[config.mk]
export PLATFORM = sky130hd
export DESIGN_NAME = fcq_host
export DESIGN_NICKNAME = d
export VERILOG_FILES = /design/src/rtl/fcq_pkg.sv /design/src/rtl/fcq_host.sv
export SDC_FILE = /design/constraint.sdc
export NUM_CORES = 1
export LEC_CHECK = 0
export BUFFER_PORTS_ARGS = -buffer_cell sky130_fd_sc_hd__buf_2
export CORE_ASPECT_RATIO = 0.6
export CORE_MARGIN = 2
export CORE_UTILIZATION = 53
export DETAILED_ROUTE_END_ITERATION = 6
export PLACE_DENSITY_LB_ADDON = 0.3
export SETUP_SLACK_MARGIN = 0.1
export SYNTH_ARGS = -nofsm -noshare
export SYNTH_HDL_FRONTEND = slang
export SYNTH_SLANG_ARGS = --single-unit
[constraint.sdc]
create_clock -name clk_sys -period 4.6 [get_ports clk_sys]
set_input_delay 0.69 -clock clk_sys [delete_from_list [all_inputs] [get_ports clk_sys]]
set_output_delay 0.69 -clock clk_sys [all_outputs]
set_load 0.005 [all_outputs]
[src/rtl/fcq_pkg.sv]
// constants for the parallel flash command and query controller
package fcq_pkg;
  localparam int          FCQ_AW       = 22;
  localparam int          FCQ_DW       = 16;
  // unlock and command addresses (low address lines only)
  localparam logic [21:0] ADR_UNLOCK1  = 22'h000555;
  localparam logic [21:0] ADR_UNLOCK2  = 22'h0002aa;
  localparam logic [21:0] ADR_QUERY    = 22'h000055;
  localparam logic [21:0] ADR_ZERO     = 22'h000000;
  // command data; upper byte always driven low
  localparam logic [15:0] DAT_UNLOCK1  = 16'h00aa;
  localparam logic [15:0] DAT_UNLOCK2  = 16'h0055;
  localparam logic [15:0] DAT_BUF_LOAD = 16'h0025;
  localparam logic [15:0] DAT_BUF_CONF = 16'h0029;
  localparam logic [15:0] DAT_KEY_CNT  = 16'h0003;
  localparam logic [15:0] DAT_PROGRAM  = 16'h00a0;
  localparam logic [15:0] DAT_GLB_ENT  = 16'h0050;
  localparam logic [15:0] DAT_MODE_EX1 = 16'h0090;
  localparam logic [15:0] DAT_PERM_LCK = 16'h0087;
  localparam logic [15:0] DAT_QRY_ENT  = 16'h0098;
  localparam logic [15:0] DAT_ID_EXIT  = 16'h00f0;
  // buffered programming limits
  localparam logic [4:0]  BUF_MAX_WORDS = 5'h10;
  localparam int          BUF_WC_MAX    = 15;
  // sequence lengths in bus cycles, and step numbers within the permanent lock sequence
  localparam logic [4:0]  LEN_SINGLE   = 5'h01;
  localparam logic [4:0]  LEN_BUF_XTRA = 5'h05;
  localparam logic [4:0]  LEN_KEY_PROG = 5'h08;
  localparam logic [4:0]  LEN_KEY_SUB  = 5'h07;
  localparam logic [4:0]  LEN_PERM     = 5'h0a;
  localparam logic [4:0]  LEN_QUERY    = 5'h03;
  localparam logic [4:0]  STEP_GLB_RD  = 5'h03;
  localparam logic [4:0]  STEP_GLB_EX  = 5'h05;
  // bus timing at 20 MHz
  localparam int          CLK_NS       = 50;
  localparam int          T_WP_NS      = 40;
  localparam int          T_ACC_NS     = 70;
  localparam int          SYNC_STAGES  = 2;
  localparam int          WP_CYC_I     = (T_WP_NS + CLK_NS - 1) / CLK_NS;
  localparam int          ACC_CYC_I    = (T_ACC_NS + CLK_NS - 1) / CLK_NS
                                         + SYNC_STAGES;
  localparam logic [3:0]  WP_CYC       = 4'(WP_CYC_I < 1 ? 1 : WP_CYC_I);
  localparam logic [3:0]  ACC_CYC      = 4'(ACC_CYC_I);

  typedef enum logic [2:0] {
    FCQ_OP_READ, FCQ_OP_WRITE, FCQ_OP_BUF_PROG, FCQ_OP_KEY_PROG,
    FCQ_OP_KEY_SUBMIT, FCQ_OP_PERM_LOCK, FCQ_OP_QUERY, FCQ_OP_ID_EXIT
  } fcq_op_t;

  typedef enum logic [2:0] {
    FCQ_IDLE, FCQ_FETCH, FCQ_SETUP, FCQ_STROBE, FCQ_RECOVER, FCQ_DONE
  } fcq_state_t;
endpackage

[src/rtl/fcq_host.sv]
// host-side sequencer driving a parallel flash through its pins
`timescale 1ns/100ps
//
// Behaviour
// - upper data byte driven low in commands
// - buffered words share A21-A4 with first
// - word count is words minus one, max 15
// - boot blocks addressed by own block address
// - full two-cycle program per key portion
// - key portions accepted in any order
// - permanent lock only while global bit one
module fcq_host
  import fcq_pkg::*;
(
  input  wire logic              clk_sys,
  input  wire logic              reset_n,
  // user command port
  input  wire logic              cmd_valid,
  output logic                   cmd_ready,
  input  wire logic [2:0]        cmd_op,
  input  wire logic [FCQ_AW-1:0] cmd_addr,
  input  wire logic [FCQ_DW-1:0] cmd_data,
  input  wire logic [4:0]        cmd_count,
  input  wire logic [63:0]       cmd_key,
  input  wire logic              word_valid,
  output logic                   word_ready,
  input  wire logic [FCQ_AW-1:0] word_addr,
  input  wire logic [FCQ_DW-1:0] word_data,
  output logic                   rsp_valid,
  output logic                   rsp_error,
  output logic [FCQ_DW-1:0]      rsp_data,
  // flash pins
  output logic [FCQ_AW-1:0]      fl_addr,
  input  wire logic [FCQ_DW-1:0] fl_dq_in,
  output logic [FCQ_DW-1:0]      fl_dq_out,
  output logic                   fl_dq_oe,
  output logic                   fl_ce_n,
  output logic                   fl_oe_n,
  output logic                   fl_we_n,
  output logic                   fl_rst_n
);

  fcq_state_t        state;
  fcq_op_t           op;
  logic [FCQ_AW-1:0] base;
  logic [FCQ_DW-1:0] wdata;
  logic [4:0]        count;
  logic [63:0]       key;
  logic [4:0]        step;
  logic [4:0]        len;
  logic              is_rd;
  logic              glb_fail;
  logic [3:0]        cnt;
  logic [FCQ_DW-1:0] dq_s1;
  logic [FCQ_DW-1:0] dq_s2;
  logic              st_read;
  logic              st_stream;
  logic [FCQ_AW-1:0] st_addr;
  logic [FCQ_DW-1:0] st_data;
  logic              last_step;

  function automatic logic [FCQ_DW-1:0] key_part(input logic [63:0] k,
                                                 input logic [1:0]  i);
    key_part = k[16*i +: 16];
  endfunction

  // ----------------------------------------------------------------
  // input synchroniser for the data bus
  // ----------------------------------------------------------------
  always_ff @(posedge clk_sys or negedge reset_n) begin
    if (!reset_n) begin
      dq_s1 <= 16'h0000;
      dq_s2 <= 16'h0000;
    end else begin
      dq_s1 <= fl_dq_in;
      dq_s2 <= dq_s1;
    end
  end

  // ----------------------------------------------------------------
  // step table: one bus cycle per step
  // ----------------------------------------------------------------
  always_comb begin
    st_read   = 1'b0;
    st_stream = 1'b0;
    st_addr   = ADR_ZERO;
    st_data   = 16'h0000;
    len       = LEN_SINGLE;
    case (op)
      FCQ_OP_READ: begin
        st_read = 1'b1;
        st_addr = base;
      end
      FCQ_OP_WRITE: begin
        st_addr = base;
        st_data = wdata;
      end
      FCQ_OP_BUF_PROG: begin
        len = count + LEN_BUF_XTRA;
        if (step == 5'h00) begin
          st_addr = ADR_UNLOCK1;
          st_data = DAT_UNLOCK1;
        end else if (step == 5'h01) begin
          st_addr = ADR_UNLOCK2;
          st_data = DAT_UNLOCK2;
        end else if (step == 5'h02) begin
          st_addr = base;
          st_data = DAT_BUF_LOAD;
        end else if (step == 5'h03) begin
          st_addr = base;
          st_data = {11'h000, count - 5'h01};
        end else if (step == len - 5'h01) begin
          st_addr = base;
          st_data = DAT_BUF_CONF;
        end else begin
          st_stream = 1'b1;
          st_addr   = word_addr;
          st_data   = word_data;
        end
      end
      FCQ_OP_KEY_PROG: begin
        len = LEN_KEY_PROG;
        // each portion gets its own program command pair
        if (!step[0]) begin
          st_data = DAT_PROGRAM;
        end else begin
          st_addr = {20'h00000, step[2:1]};
          st_data = key_part(key, step[2:1]);
        end
      end
      FCQ_OP_KEY_SUBMIT: begin
        len = LEN_KEY_SUB;
        if (step == 5'h00) begin
          st_data = DAT_BUF_LOAD;
        end else if (step == 5'h01) begin
          st_data = DAT_KEY_CNT;
        end else if (step == 5'h06) begin
          st_data = DAT_BUF_CONF;
        end else begin
          st_addr = {20'h00000, step[1:0] - 2'h2};
          st_data = key_part(key, step[1:0] - 2'h2);
        end
      end
      FCQ_OP_PERM_LOCK: begin
        len = LEN_PERM;
        case (step)
          5'h00, 5'h06: begin
            st_addr = ADR_UNLOCK1;
            st_data = DAT_UNLOCK1;
          end
          5'h01, 5'h07: begin
            st_addr = ADR_UNLOCK2;
            st_data = DAT_UNLOCK2;
          end
          5'h02: begin
            st_addr = ADR_UNLOCK1;
            st_data = DAT_GLB_ENT;
          end
          5'h03: st_read = 1'b1;
          5'h04: st_data = DAT_MODE_EX1;
          5'h08: begin
            st_addr = ADR_UNLOCK1;
            st_data = DAT_PERM_LCK;
          end
          default: st_data = 16'h0000;
        endcase
      end
      FCQ_OP_QUERY: begin
        len = LEN_QUERY;
        if (step == 5'h00) begin
          st_addr = ADR_QUERY;
          st_data = DAT_QRY_ENT;
        end else if (step == 5'h01) begin
          st_read = 1'b1;
          st_addr = base;
        end else begin
          st_data = DAT_ID_EXIT;
        end
      end
      FCQ_OP_ID_EXIT: st_data = DAT_ID_EXIT;
      default: st_data = 16'h0000;
    endcase
  end

  // abandoning the lock after the status read still sends the exit
  assign last_step = (step == len - 5'h01) ||
                     (op == FCQ_OP_PERM_LOCK && step == STEP_GLB_EX &&
                      glb_fail);

  // ----------------------------------------------------------------
  // sequencer
  // ----------------------------------------------------------------
  always_ff @(posedge clk_sys or negedge reset_n) begin
    if (!reset_n) begin
      state     <= FCQ_IDLE;
      op        <= FCQ_OP_READ;
      base      <= '0;
      wdata     <= 16'h0000;
      count     <= 5'h00;
      key       <= 64'h0;
      step      <= 5'h00;
      is_rd     <= 1'b0;
      glb_fail  <= 1'b0;
      cnt       <= 4'h0;
      cmd_ready <= 1'b0;
      rsp_valid <= 1'b0;
      rsp_error <= 1'b0;
      rsp_data  <= 16'h0000;
    end else begin
      rsp_valid <= 1'b0;
      case (state)
        FCQ_IDLE: begin
          cmd_ready <= 1'b1;
          if (cmd_valid && cmd_ready) begin
            cmd_ready <= 1'b0;
            op        <= fcq_op_t'(cmd_op);
            base      <= cmd_addr;
            wdata     <= cmd_data;
            count     <= cmd_count;
            key       <= cmd_key;
            step      <= 5'h00;
            glb_fail  <= 1'b0;
            rsp_error <= 1'b0;
            // refuse a count the buffer cannot hold
            if (fcq_op_t'(cmd_op) == FCQ_OP_BUF_PROG &&
                (cmd_count == 5'h00 || cmd_count > BUF_MAX_WORDS)) begin
              rsp_error <= 1'b1;
              state     <= FCQ_DONE;
            end else begin
              state <= FCQ_FETCH;
            end
          end
        end
        FCQ_FETCH: begin
          if (st_stream && word_valid &&
              word_addr[21:4] != base[21:4]) begin
            rsp_error <= 1'b1;
            state     <= FCQ_DONE;
          end else if (!st_stream || word_valid) begin
            is_rd <= st_read;
            state <= FCQ_SETUP;
          end
        end
        FCQ_SETUP: begin
          cnt   <= is_rd ? ACC_CYC : WP_CYC;
          state <= FCQ_STROBE;
        end
        FCQ_STROBE: begin
          cnt <= cnt - 4'h1;
          if (cnt == 4'h1) begin
            if (is_rd) begin
              rsp_data <= dq_s2;
              if (op == FCQ_OP_PERM_LOCK && step == STEP_GLB_RD &&
                  !dq_s2[0]) begin
                glb_fail  <= 1'b1;
                rsp_error <= 1'b1;
              end
            end
            state <= FCQ_RECOVER;
          end
        end
        FCQ_RECOVER: begin
          step  <= step + 5'h01;
          state <= last_step ? FCQ_DONE : FCQ_FETCH;
        end
        FCQ_DONE: begin
          rsp_valid <= 1'b1;
          state     <= FCQ_IDLE;
        end
        default: state <= FCQ_IDLE;
      endcase
    end
  end

  // ----------------------------------------------------------------
  // pin drivers, all registered
  // ----------------------------------------------------------------
  always_ff @(posedge clk_sys or negedge reset_n) begin
    if (!reset_n) begin
      fl_addr    <= '0;
      fl_dq_out  <= 16'h0000;
      fl_dq_oe   <= 1'b0;
      fl_ce_n    <= 1'b1;
      fl_oe_n    <= 1'b1;
      fl_we_n    <= 1'b1;
      fl_rst_n   <= 1'b0;
      word_ready <= 1'b0;
    end else begin
      fl_rst_n   <= 1'b1;
      word_ready <= 1'b0;
      if (state == FCQ_FETCH && (!st_stream || word_valid) &&
          !(st_stream && word_addr[21:4] != base[21:4])) begin
        fl_addr    <= st_addr;
        fl_dq_out  <= st_data;
        fl_dq_oe   <= !st_read;
        fl_ce_n    <= 1'b0;
        word_ready <= st_stream;
      end else if (state == FCQ_SETUP) begin
        fl_oe_n <= !is_rd;
        fl_we_n <= is_rd;
      end else if (state == FCQ_STROBE && cnt == 4'h1) begin
        // data and address held one cycle past the strobe edge
        fl_oe_n <= 1'b1;
        fl_we_n <= 1'b1;
      end else if (state == FCQ_RECOVER) begin
        fl_ce_n  <= 1'b1;
        fl_dq_oe <= 1'b0;
      end
    end
  end

endmodule

Word-level counts from Yosys, hierarchy flattened
Cells that the tools add are included.

word-level totals
  bits in registers = 219
  bits in latches = 0
  RAM bits = 0
  ROM bits = 0
  input bits = 168
  output and inout port bits = 63
  memories kept = 0

operators by class
  add/subtract/negate cells = 7
  $mul = 0
  divide/modulo/power cells = 0
  $lt $le $gt $ge = 1
  equality and inequality tests = 33
  shift-type cells = 2
  multiplexer cells = 71
  bitwise logic cells = 2
  reductions and logical operators = 43

operators by type and width
  cell                   number
  $mux W22               7
  $mux W16               9
  $pmux W22 S6           1
  $shiftx A64 B7 Y16     2
  $pmux W16 S7           1
  $pmux W8 S5            1
  $mux W1                30
  $pmux W5 S5            1
  $pmux W11 S2           1
  $mux W3                7
  $eq A5 B3 Y1 const B   4
  $eq A3 B3 Y1 const B   6
  $ne A18 B18 Y1         1
  $mux W8                2
  $eq A3 B2 Y1 const B   5
  $pmux W3 S5            1
  $sub A5 B1 Y5 const B  3
  $ne A2 B2 Y1 const B   7
  $logic_and A1 B1 Y1    12
  $reduce_and A3 Y1      4
  $eq A5 B2 Y1 const B   2
  $eq A5 B5 Y1           2
  $logic_not A5 Y1       2
  $pmux W5 S2            1
  other kinds (26)       47

Logic depth before layout (Yosys ltp)
Gate-level depths: netlist (run 1).

  depth after elaboration = 15
  depth in mapped cells = 14
  depth with buffers taken out = 12

Least setup slack after synthesis (run 1)
OpenSTA, ideal clock, no wires.

  kind = register -> register
  start = reg step[1]
  end = reg fl_addr[15]
  setup time = 0.126 ns
  arrival = 3.077 ns
  data required time = 4.474 ns
  setup slack = 1.397 ns
  stages on the path, launching flop included = 14
  path buffers = 4
  period minus slack after synthesis = 3.203 ns
  cells stage by stage = dfrtp_1 buf_6 buf_1 buf_1 inv_1 ha_1 nor4b_4 nor2_1 nand2_1 nor3_2 a211o_1 o21ba_4 buf_6 a221o_1

between the ends
  longest elaborated chain between the ends = 11

ends and longest elaborated chain
  item                              RTL line         text
  start, declared                   fcq_host.sv:49   logic [4:0] step;
  start signal, assigned            fcq_host.sv:263  step <= step + 5'h01;
  $eq A5 B5 Y1                      fcq_host.sv:112  end else if (step == len - 5'h01) begin
  $mux W1                           fcq_host.sv:112
  $mux W1                           fcq_host.sv:109  end else if (step == 5'h03) begin
  $mux W1                           fcq_host.sv:106  end else if (step == 5'h02) begin
  $mux W1                           fcq_host.sv:103  end else if (step == 5'h01) begin
  $mux W1                           fcq_host.sv:100  if (step == 5'h00) begin
  $mux W1                           fcq_host.sv:89   case (op)
  $logic_not A1 Y1                  fcq_host.sv:291  if (state == FCQ_FETCH && (!st_stream || word_valid) &&
  $logic_or A1 B1 Y1                fcq_host.sv:291
  $logic_and A1 B1 Y1 (2 in a row)  fcq_host.sv:291
  end signal, assigned              fcq_host.sv:293  fl_addr <= st_addr;
  end, declared                     fcq_host.sv:33   output logic [FCQ_AW-1:0] fl_addr,

Several ways; a longest one is shown, not always the timed one.
A chain may end at the register's enable or synchronous reset.

Final worst setup path (run 1)
  start = reg count[0]
  end = reg fl_addr[4]

between the ends
  longest elaborated chain between the ends = 13

ends and longest elaborated chain
  item                              RTL line         text
  start, declared                   fcq_host.sv:47   logic [4:0] count;
  start signal, assigned            fcq_host.sv:219  count <= cmd_count;
  $add A5 B3 Y5 *                   fcq_host.sv:99   len = count + LEN_BUF_XTRA;
  $sub A5 B1 Y5 *                   fcq_host.sv:112
  $eq A5 B5 Y1 *                    fcq_host.sv:112
  $mux W1                           fcq_host.sv:112
  $mux W1                           fcq_host.sv:109
  $mux W1                           fcq_host.sv:106
  $mux W1                           fcq_host.sv:103
  $mux W1                           fcq_host.sv:100
  $mux W1                           fcq_host.sv:89
  $logic_not A1 Y1                  fcq_host.sv:291
  $logic_or A1 B1 Y1                fcq_host.sv:291
  $logic_and A1 B1 Y1 (2 in a row)  fcq_host.sv:291

Mark *: on every way between the ends. The rest lies on a longest branch, timed or not.

==> flow_metrics.py, run 1 <==
metrics = {
    "clocking": {
        "cts_post_setup_buffers_inserted": 0,
        "clk_root_buffer_cell": "sky130_fd_sc_hd__clkbuf_16",
        "post_cts_clock_slew_at_the_launch_and_capture_registers_of_the_worst_setup_and_hold_paths_ns": 0.07,
        "hold_buffers": 0,
        "tritoncts.num_buffers": 21,
        "clk_latency_ns": 0.52,
        "post_cts_resize_count": 0,
        "clock_sink_count": 219,
        "tritoncts_clock_tree": "yes",
        "clock_tree.buffer_depth": 3,
        "clock_tree.htree_level_count": 1,
    },
    "final_layout": {
        "layout.cell_area.non_filler_mm2": 0.01315,
        "layout-drive-gt1-share": 0.4104,
        "postLayoutCoreUtil": 0.6485,
        "layout.nets": 1313,
        "most-common-layout-cells": "229 x sky130_fd_sc_hd__buf_2, 215 x sky130_fd_sc_hd__dfrtp_1, 125 x sky130_fd_sc_hd__mux2_2, 81 x sky130_fd_sc_hd__nand2_1, 56 x sky130_fd_sc_hd__nor2_1",
        "mostFrequentLayoutCell": "sky130_fd_sc_hd__buf_2",
        "n_fill_cell": 1615,
        "area_growth_syn_to_layout_pct": 18.42,
    },
    "die": {
        "core_area_mm2": 0.02027,
        "die-width_um": 190.8,
        "num_io_pins": 231,
        "initial_core_util": 0.5477,
        "num_rows": 40,
        "floorplan.die_area_mm2": 0.02216,
        "die_height_um": 116.1,
    },
    "drt": {
        "drt_first_pass_iters": 5,
        "dr_total_vias": 8534,
        "drc": 0,
        "initialDrtViolationCount": 852,
        "routed_wire_length_per_instance_um": 21.57,
        "drtAntennaViolNets": 0,
        "routed_via_density": 5.989,
        "routed_wirelength_mm": 30.74,
    },
    "setup_path": {
        "critical_path_peak_fanout": 39,
        "path_class": "flop to flop",
        "crit-reg2reg-launch": "count[0]",
        "critical_path_arrival_ns": 3.92,
        "critPathCapture": "fl_addr[4]",
        "endpoint_kind": "flop",
        "worstReg2RegEnd": "fl_addr[4]",
        "worst_ep_required_time_ns": 5.00,
        "setup.reg_to_reg.worst_slack_ns": 1.08,
        "setup.worst_path.start_class": "flop",
        "r2r_cells": 10,
        "worst_setup_path_startpoint": "count[0]",
    },
    "sta": {
        "number_of_pins_with_negative_max_slew_slack_in_the_final_report": 0,
        "max-slew-margin-rel": 0.1022,
        "final_period_minus_worst_setup_slack_ns": 3.516,
        "postLayoutSetupSlackWorst_ns": 1.084,
        "hold_viol": 0,
        "setup_total_negative_slack_ns": 0,
        "tightestPinTransition_ns": 1.339,
        "post-route-period-util": 0.7644,
        "unrepaired_setup_endpoints_after_global_routing": "false",
        "fin_worst_skew_ns": 0.02634,
        "clock.fmax_mhz": 284.4,
        "setup-violations-final": 0,
    },
    "flow_run": {
        "max_cap_viol_count": 0,
    },
    "place": {
        "finalWeightedCongestion": 0.9519,
        "io_buffers": 230,
        "place_ws_ns": 1.134,
        "detailedPlacementHpwl_mm": 22.21,
        "placed_cell_area_mm2": 0.01246,
    },
    "grt": {
        "wire_length_of_the_first_global_routing_pass_mm": 47.46,
        "grt_use_total": 0.2799,
        "grt_overflow": 0,
        "grt.met3_usage": 0.08444,
        "antenna_found_initial": 4,
        "gr-usage-met2": 0.3908,
        "grt_pass1_vias": 8400,
        "top_usage_layer": "met1",
        "globalRouteMet1Util": 0.4384,
        "grt_start_max_net_pins": 135,
    },
    "pwr": {
        "totalPowerFinal_mw": 9.493,
        "power-per-cell-area_mw_per_mm2": 722.1,
        "static-leakage-power_nw": 5.930,
        "ir_worst_vdd_mv": 0.3058,
    },
    "yosys": {
        "synth.ff_latch_count": 219,
        "syn-cell-area_mm2": 0.01110,
        "proportion_of_netlist_area_held_by_the_largest_area_contributor": 0.4869,
        "yosys_warnings": 0,
        "syn-mean-instance-area_um2": 11.96,
        "async_flop_share": 1.000,
        "ys_dominant_reg_cell": "sky130_fd_sc_hd__dfrtp_1",
        "synth.area.top_cells": "sky130_fd_sc_hd__dfrtp_1 49%, sky130_fd_sc_hd__mux2_2 13%, sky130_fd_sc_hd__mux4_2 6.5%",
        "edff_count_synth": 0,
        "synth_area_leader_cell": "sky130_fd_sc_hd__dfrtp_1",
        "synthesis.nets": 1106,
        "synth_cell_types": 83,
        "synth_sequential_area_ratio": 0.4940,
        "syn_inst": 928,
    },
    "run_status": {
        "status": "completed",
    },
    "worst_hold_path": {
        "min_delay_path_class": "input pin to flop",
    },
}
## worst max-delay path, stage by stage, from the launching register on
cell and delay [ns]:
sky130_fd_sc_hd__dfrtp_1 0.58, sky130_fd_sc_hd__inv_1 0.20, sky130_fd_sc_hd__ha_1 0.44, sky130_fd_sc_hd__xor2_1 0.18, sky130_fd_sc_hd__or3_1 0.34, sky130_fd_sc_hd__a221oi_2 0.27, sky130_fd_sc_hd__o211a_4 0.24, sky130_fd_sc_hd__nand2_4 0.08
sky130_fd_sc_hd__a21o_2 0.50, sky130_fd_sc_hd__a2111oi_2 0.47, sky130_fd_sc_hd__nor2_1 0.08
## kinds of logic (layout without fill, tap and decap cells)
| kind of cell | Yosys count | count (layout) | share of synthesized area |
|---|---|---|---|
| AND/OR/NAND/NOR | 230 | 230 | 0.1027 |
| buffers and inverters | 74 | 296 | 0.03291 |
| AO/OA/AOI/OAI | 192 | 192 | 0.1285 |
| XOR/XNOR | 36 | 36 | 0.03043 |
| flip-flops | 219 | 219 | 0.4940 |
| adder cells (fa/ha/maj) | 10 | 10 | 0.01127 |
| other | 1 | 3 | 0.0003378 |
| multiplexers | 166 | 166 | 0.1998 |
## cells in the mapped netlist, types with 9 or more instances
cell	n
sky130_fd_sc_hd__a211oi_1	9
sky130_fd_sc_hd__a21oi_1	25
sky130_fd_sc_hd__a221o_1	13
sky130_fd_sc_hd__a221oi_1	15
sky130_fd_sc_hd__a22o_1	10
sky130_fd_sc_hd__and2_1	9
sky130_fd_sc_hd__and3_1	12
sky130_fd_sc_hd__buf_2	13
sky130_fd_sc_hd__clkbuf_1	32
sky130_fd_sc_hd__dfrtp_1	216
sky130_fd_sc_hd__ha_1	10
sky130_fd_sc_hd__inv_1	12
sky130_fd_sc_hd__mux2_2	125
sky130_fd_sc_hd__mux2i_1	9
sky130_fd_sc_hd__mux4_2	32
sky130_fd_sc_hd__nand2_1	81
sky130_fd_sc_hd__nand2b_1	9
sky130_fd_sc_hd__nand3_1	12
sky130_fd_sc_hd__nor2_1	56
sky130_fd_sc_hd__nor3_1	9
sky130_fd_sc_hd__o21ai_0	34
sky130_fd_sc_hd__o21ai_1	13
sky130_fd_sc_hd__xnor2_1	21
sky130_fd_sc_hd__xor2_1	12
## registers in the layout, summed over array words and instances (netlist names), 3 cells and up
register,flops
base,22
cnt,4
count,5
dq_s1,16
dq_s2,16
fl_addr,22
fl_dq_out,16
key,64
op,3
rsp_data,16
state,3
step,5
wdata,16
## worst min path at each step
| stage | from | to | slack [ns] | depth (start not counted) |
|---|---|---|---|---|
| 2_1_floorplan | dq_s1[0] | dq_s2[0] | 0.33 | 0 |
| 3_3_place_gp | dq_s1[4] | dq_s2[4] | 0.33 | 0 |
| 3_5_place_dp | dq_s1[10] | dq_s2[10] | 0.33 | 0 |
| 4_1_cts | fl_dq_in[7] | dq_s1[7] | 0.28 | 1 |
| 5_1_grt | fl_dq_in[7] | dq_s1[7] | 0.28 | 1 |
| 6_report | fl_dq_in[13] | dq_s1[13] | 0.30 | 1 |
## per-stage QoR
step                      std cells  hold slack [ns]
after floorplan                 928           0.3312
after global placement         1385           0.3320
after detailed placement       1385           0.3347
after CTS                      1423           0.2786
after global routing           1424           0.2787
final                          1425           0.2959
## area by class of cell
cell class                      instances  area (um^2)  share of cell area
Multi-Input combinational cell        635         5283              0.4019
Timing Repair Buffer                  246         1306             0.09937
Clock buffer                           31        603.1             0.04588
Inverter                               12        45.04            0.003427
Clock inverter                          7        76.32            0.005806
Sequential cell                       219         5485              0.4173
Antenna cell                            2        5.005           0.0003807
Tap cell                              273        341.6             0.02599
## layer usage
metal	share of wire	vias up
met2	0.42	389
met3	0.11	33
met1	0.47	4259
li1	-	3851
met5	0.00042	-
met4	0.011	2
## power by group
group / switching (mW) / internal, mW / leakage, nW / total, mW
combinational: 2.20 / 2.08 / 2.92 / 4.27
sequential: 0.776 / 2.72 / 2.68 / 3.50
clock: 0.749 / 0.973 / 0.326 / 1.72
No activity file was read; power rests on OpenSTA's default activity.
==> inputs of run 2 (changes only) <==
- CORE_UTILIZATION: 53 -> 50
- clock period: 4.6 -> 3 ns (I/O delays scaled with it)
==> flow_metrics.py, run 2 (synthesis gave the netlist of run 1 again) <==
metrics = {
    "final_layout": {
        "area_growth_syn_to_layout_pct": 23.94,
        "mostFrequentLayoutCell": "sky130_fd_sc_hd__buf_2",
        "largest_register_ffs": 64,
        "layout.cell_area.non_filler_mm2": 0.01376,
        "n_antenna_cell": 0,
        "largestRegisters": "key x64, base x22, fl_addr x22",
        "max_flop_register": "key",
        "layout-drive-gt1-share": 0.4421,
        "most-common-layout-cells": "229 x sky130_fd_sc_hd__buf_2, 214 x sky130_fd_sc_hd__dfrtp_1, 125 x sky130_fd_sc_hd__mux2_2, 81 x sky130_fd_sc_hd__nand2_1, 55 x sky130_fd_sc_hd__nor2_1",
        "layout.nets": 1356,
    },
    "pwr": {
        "totalPowerFinal_mw": 15.67,
        "total_switching_power_mw": 6.021,
        "pwr-share-comb": 0.470,
        "power-per-cell-area_mw_per_mm2": 1139,
        "pwr-share-seq": 0.335,
        "ir_worst_vdd_mv": 0.5722,
        "share_clk_of_total_power": 0.194,
        "sw_frac_of_total": 0.3842,
        "static-leakage-power_nw": 6.234,
        "internal-power_mw": 9.651,
    },
    "grt": {
        "wire_length_of_the_first_global_routing_pass_mm": 50.62,
        "antenna_found_initial": 3,
        "grt_use_total": 0.2811,
        "grt_start_max_net_pins": 99,
        "grt_overflow": 0,
        "grt_pass1_vias": 8744,
    },
    "die": {
        "num_io_pins": 231,
        "die-width_um": 196.4,
        "floorplan.die_area_mm2": 0.02345,
        "core_area_mm2": 0.02191,
        "num_rows": 42,
        "die_height_um": 119.4,
        "initial_core_util": 0.5066,
    },
    "drt": {
        "routed_via_density": 5.971,
        "drc": 0,
        "drt_first_pass_iters": 5,
        "routed_wire_length_per_instance_um": 21.73,
        "dr_total_vias": 8825,
        "routed_wirelength_mm": 32.12,
        "initialDrtViolationCount": 692,
        "drtAntennaViolNets": 0,
    },
    "clocking": {
        "tritoncts_clock_tree": "yes",
        "clk_latency_ns": 0.52,
        "clock_tree.htree_level_count": 1,
        "tritoncts.num_buffers": 21,
        "clock_sink_count": 219,
        "post_cts_clock_slew_at_the_launch_and_capture_registers_of_the_worst_setup_and_hold_paths_ns": 0.07,
        "clk_root_buffer_cell": "sky130_fd_sc_hd__clkbuf_16",
        "clock_tree.buffer_depth": 3,
    },
    "run_status": {
        "status": "completed",
    },
    "setup_path": {
        "path_class": "flop to flop",
        "critical_path_peak_fanout": 6,
        "r2r_cells": 11,
        "endpoint_kind": "flop",
        "worst_ep_required_time_ns": 3.40,
        "timing.critical_path.slowest_cell_delay_ns": 0.42,
        "critical_path_arrival_ns": 3.19,
        "critPathTopFamily": "compound AO/OA/AOI/OAI gates",
        "slowest_stage": "sky130_fd_sc_hd__dfrtp_1",
        "critical_path.cell_chain": "ha_2, buf_4, o21ai_4, xor2_4, xor2_2, xnor2_2, a21oi_4, buf_4, mux2_2, a221oi_1, nor2_1",
        "setup.worst_path.start_class": "flop",
        "critPathMostFrequentCell": "sky130_fd_sc_hd__buf_4",
        "worstSetupPathDepth": 11,
        "worst-path-buf-inv": 2,
    },
    "sta": {
        "setup_total_negative_slack_ns": 0,
        "postLayoutSetupSlackWorst_ns": 0.2148,
        "number_of_pins_with_negative_max_slew_slack_in_the_final_report": 0,
        "final_period_minus_worst_setup_slack_ns": 2.785,
        "max-slew-margin-rel": 0.3023,
        "unrepaired_setup_endpoints_after_global_routing": "true",
        "setup-violations-final": 0,
        "post-route-period-util": 0.9284,
        "fin_worst_skew_ns": 0.01125,
        "hold_viol": 0,
        "tightestPinTransition_ns": 1.043,
        "clock.fmax_mhz": 359.0,
    },
    "place": {
        "finalWeightedCongestion": 0.9539,
        "io_buffers": 230,
        "place_ws_ns": 0.02906,
        "placed_cell_area_mm2": 0.01281,
        "detailedPlacementHpwl_mm": 23.75,
    },
    "worst_hold_path": {
        "min_delay_path_depth": 1,
        "min_delay_path_class": "input pin to flop",
    },
    "flow_run": {
        "max_cap_viol_count": 0,
    },
}
-- run 2: metal layers --
metal	up-vias	wire, um	global-route usage
met2	397	13080	0.3825
li1	3934	-	-
met4	6	437	0.04972
met5	-	41	0
met1	4445	15400	0.4464
met3	43	3151	0.07816
-- run 2: final cells by class --
class / instances / area (um^2)
Fill cell: 1799 / 8155
Tap cell: 286 / 357.8
Inverter: 12 / 45.04
Timing Repair Buffer: 288 / 1690
Sequential cell: 219 / 5487
Clock inverter: 10 / 185.2
Multi-Input combinational cell: 636 / 5385
Clock buffer: 27 / 608.1
-- run 2: metrics by stage --
stage | cells | hold WS, ns | util
CTS | 1476 | 0.02502 | 0.6232
floorplan | 928 | 0.1544 | -
detailed placement | 1436 | 0.3347 | 0.5847
finish | 1478 | 0.03076 | 0.6278
global route | 1478 | 0.01480 | 0.6278
global placement | 1436 | 0.3317 | 0.5847
-- run 2: worst paths after layout --
path | start | to | slack [ns]
hold reg to reg | dq_s1[12] | dq_s2[12] | 0.34
setup / recovery | count[0] | fl_addr[0] | 0.21
hold / removal | fl_dq_in[10] | dq_s1[10] | 0.03
min in group asynchronous | reset_n | rsp_data[12] | 0.51
setup reg to reg | count[0] | fl_addr[0] | 0.21
max in group asynchronous | reset_n | fl_oe_n | 1.66
-- run 2: worst reg2reg max path: cells and delay by family, from the launching register on --
kind | cells | cell delay (ns)
AOI/OAI and AO/OA | 3 | 0.63
xor gates and xnor gates | 3 | 0.57
DFF | 1 | 0.42
buffers and inverters | 2 | 0.36
muxes | 1 | 0.34
adders and majority gates | 1 | 0.27
and+or+nand+nor | 1 | 0.09
-- run 2: repair_timing --
item                                   CTS  global route
resized for setup                        3            15
hold buffers                             1             0
cloned                                   0             1
endpoints found under the hold margin   31             0
setup endpoints to repair               19            39
pin swaps                                0             3
buffers inserted                         2             1
-- run 2: power groups by stage --
stage               Clock (mW)  Combinational [mW]  Sequential [mW]
finish                    3.04                7.37             5.26
global route              3.23                7.98             5.42
CTS                       3.08                7.14             5.21
detailed placement           0                7.03             5.25
global placement             0                6.90             5.18
floorplan                    0                4.93             4.87
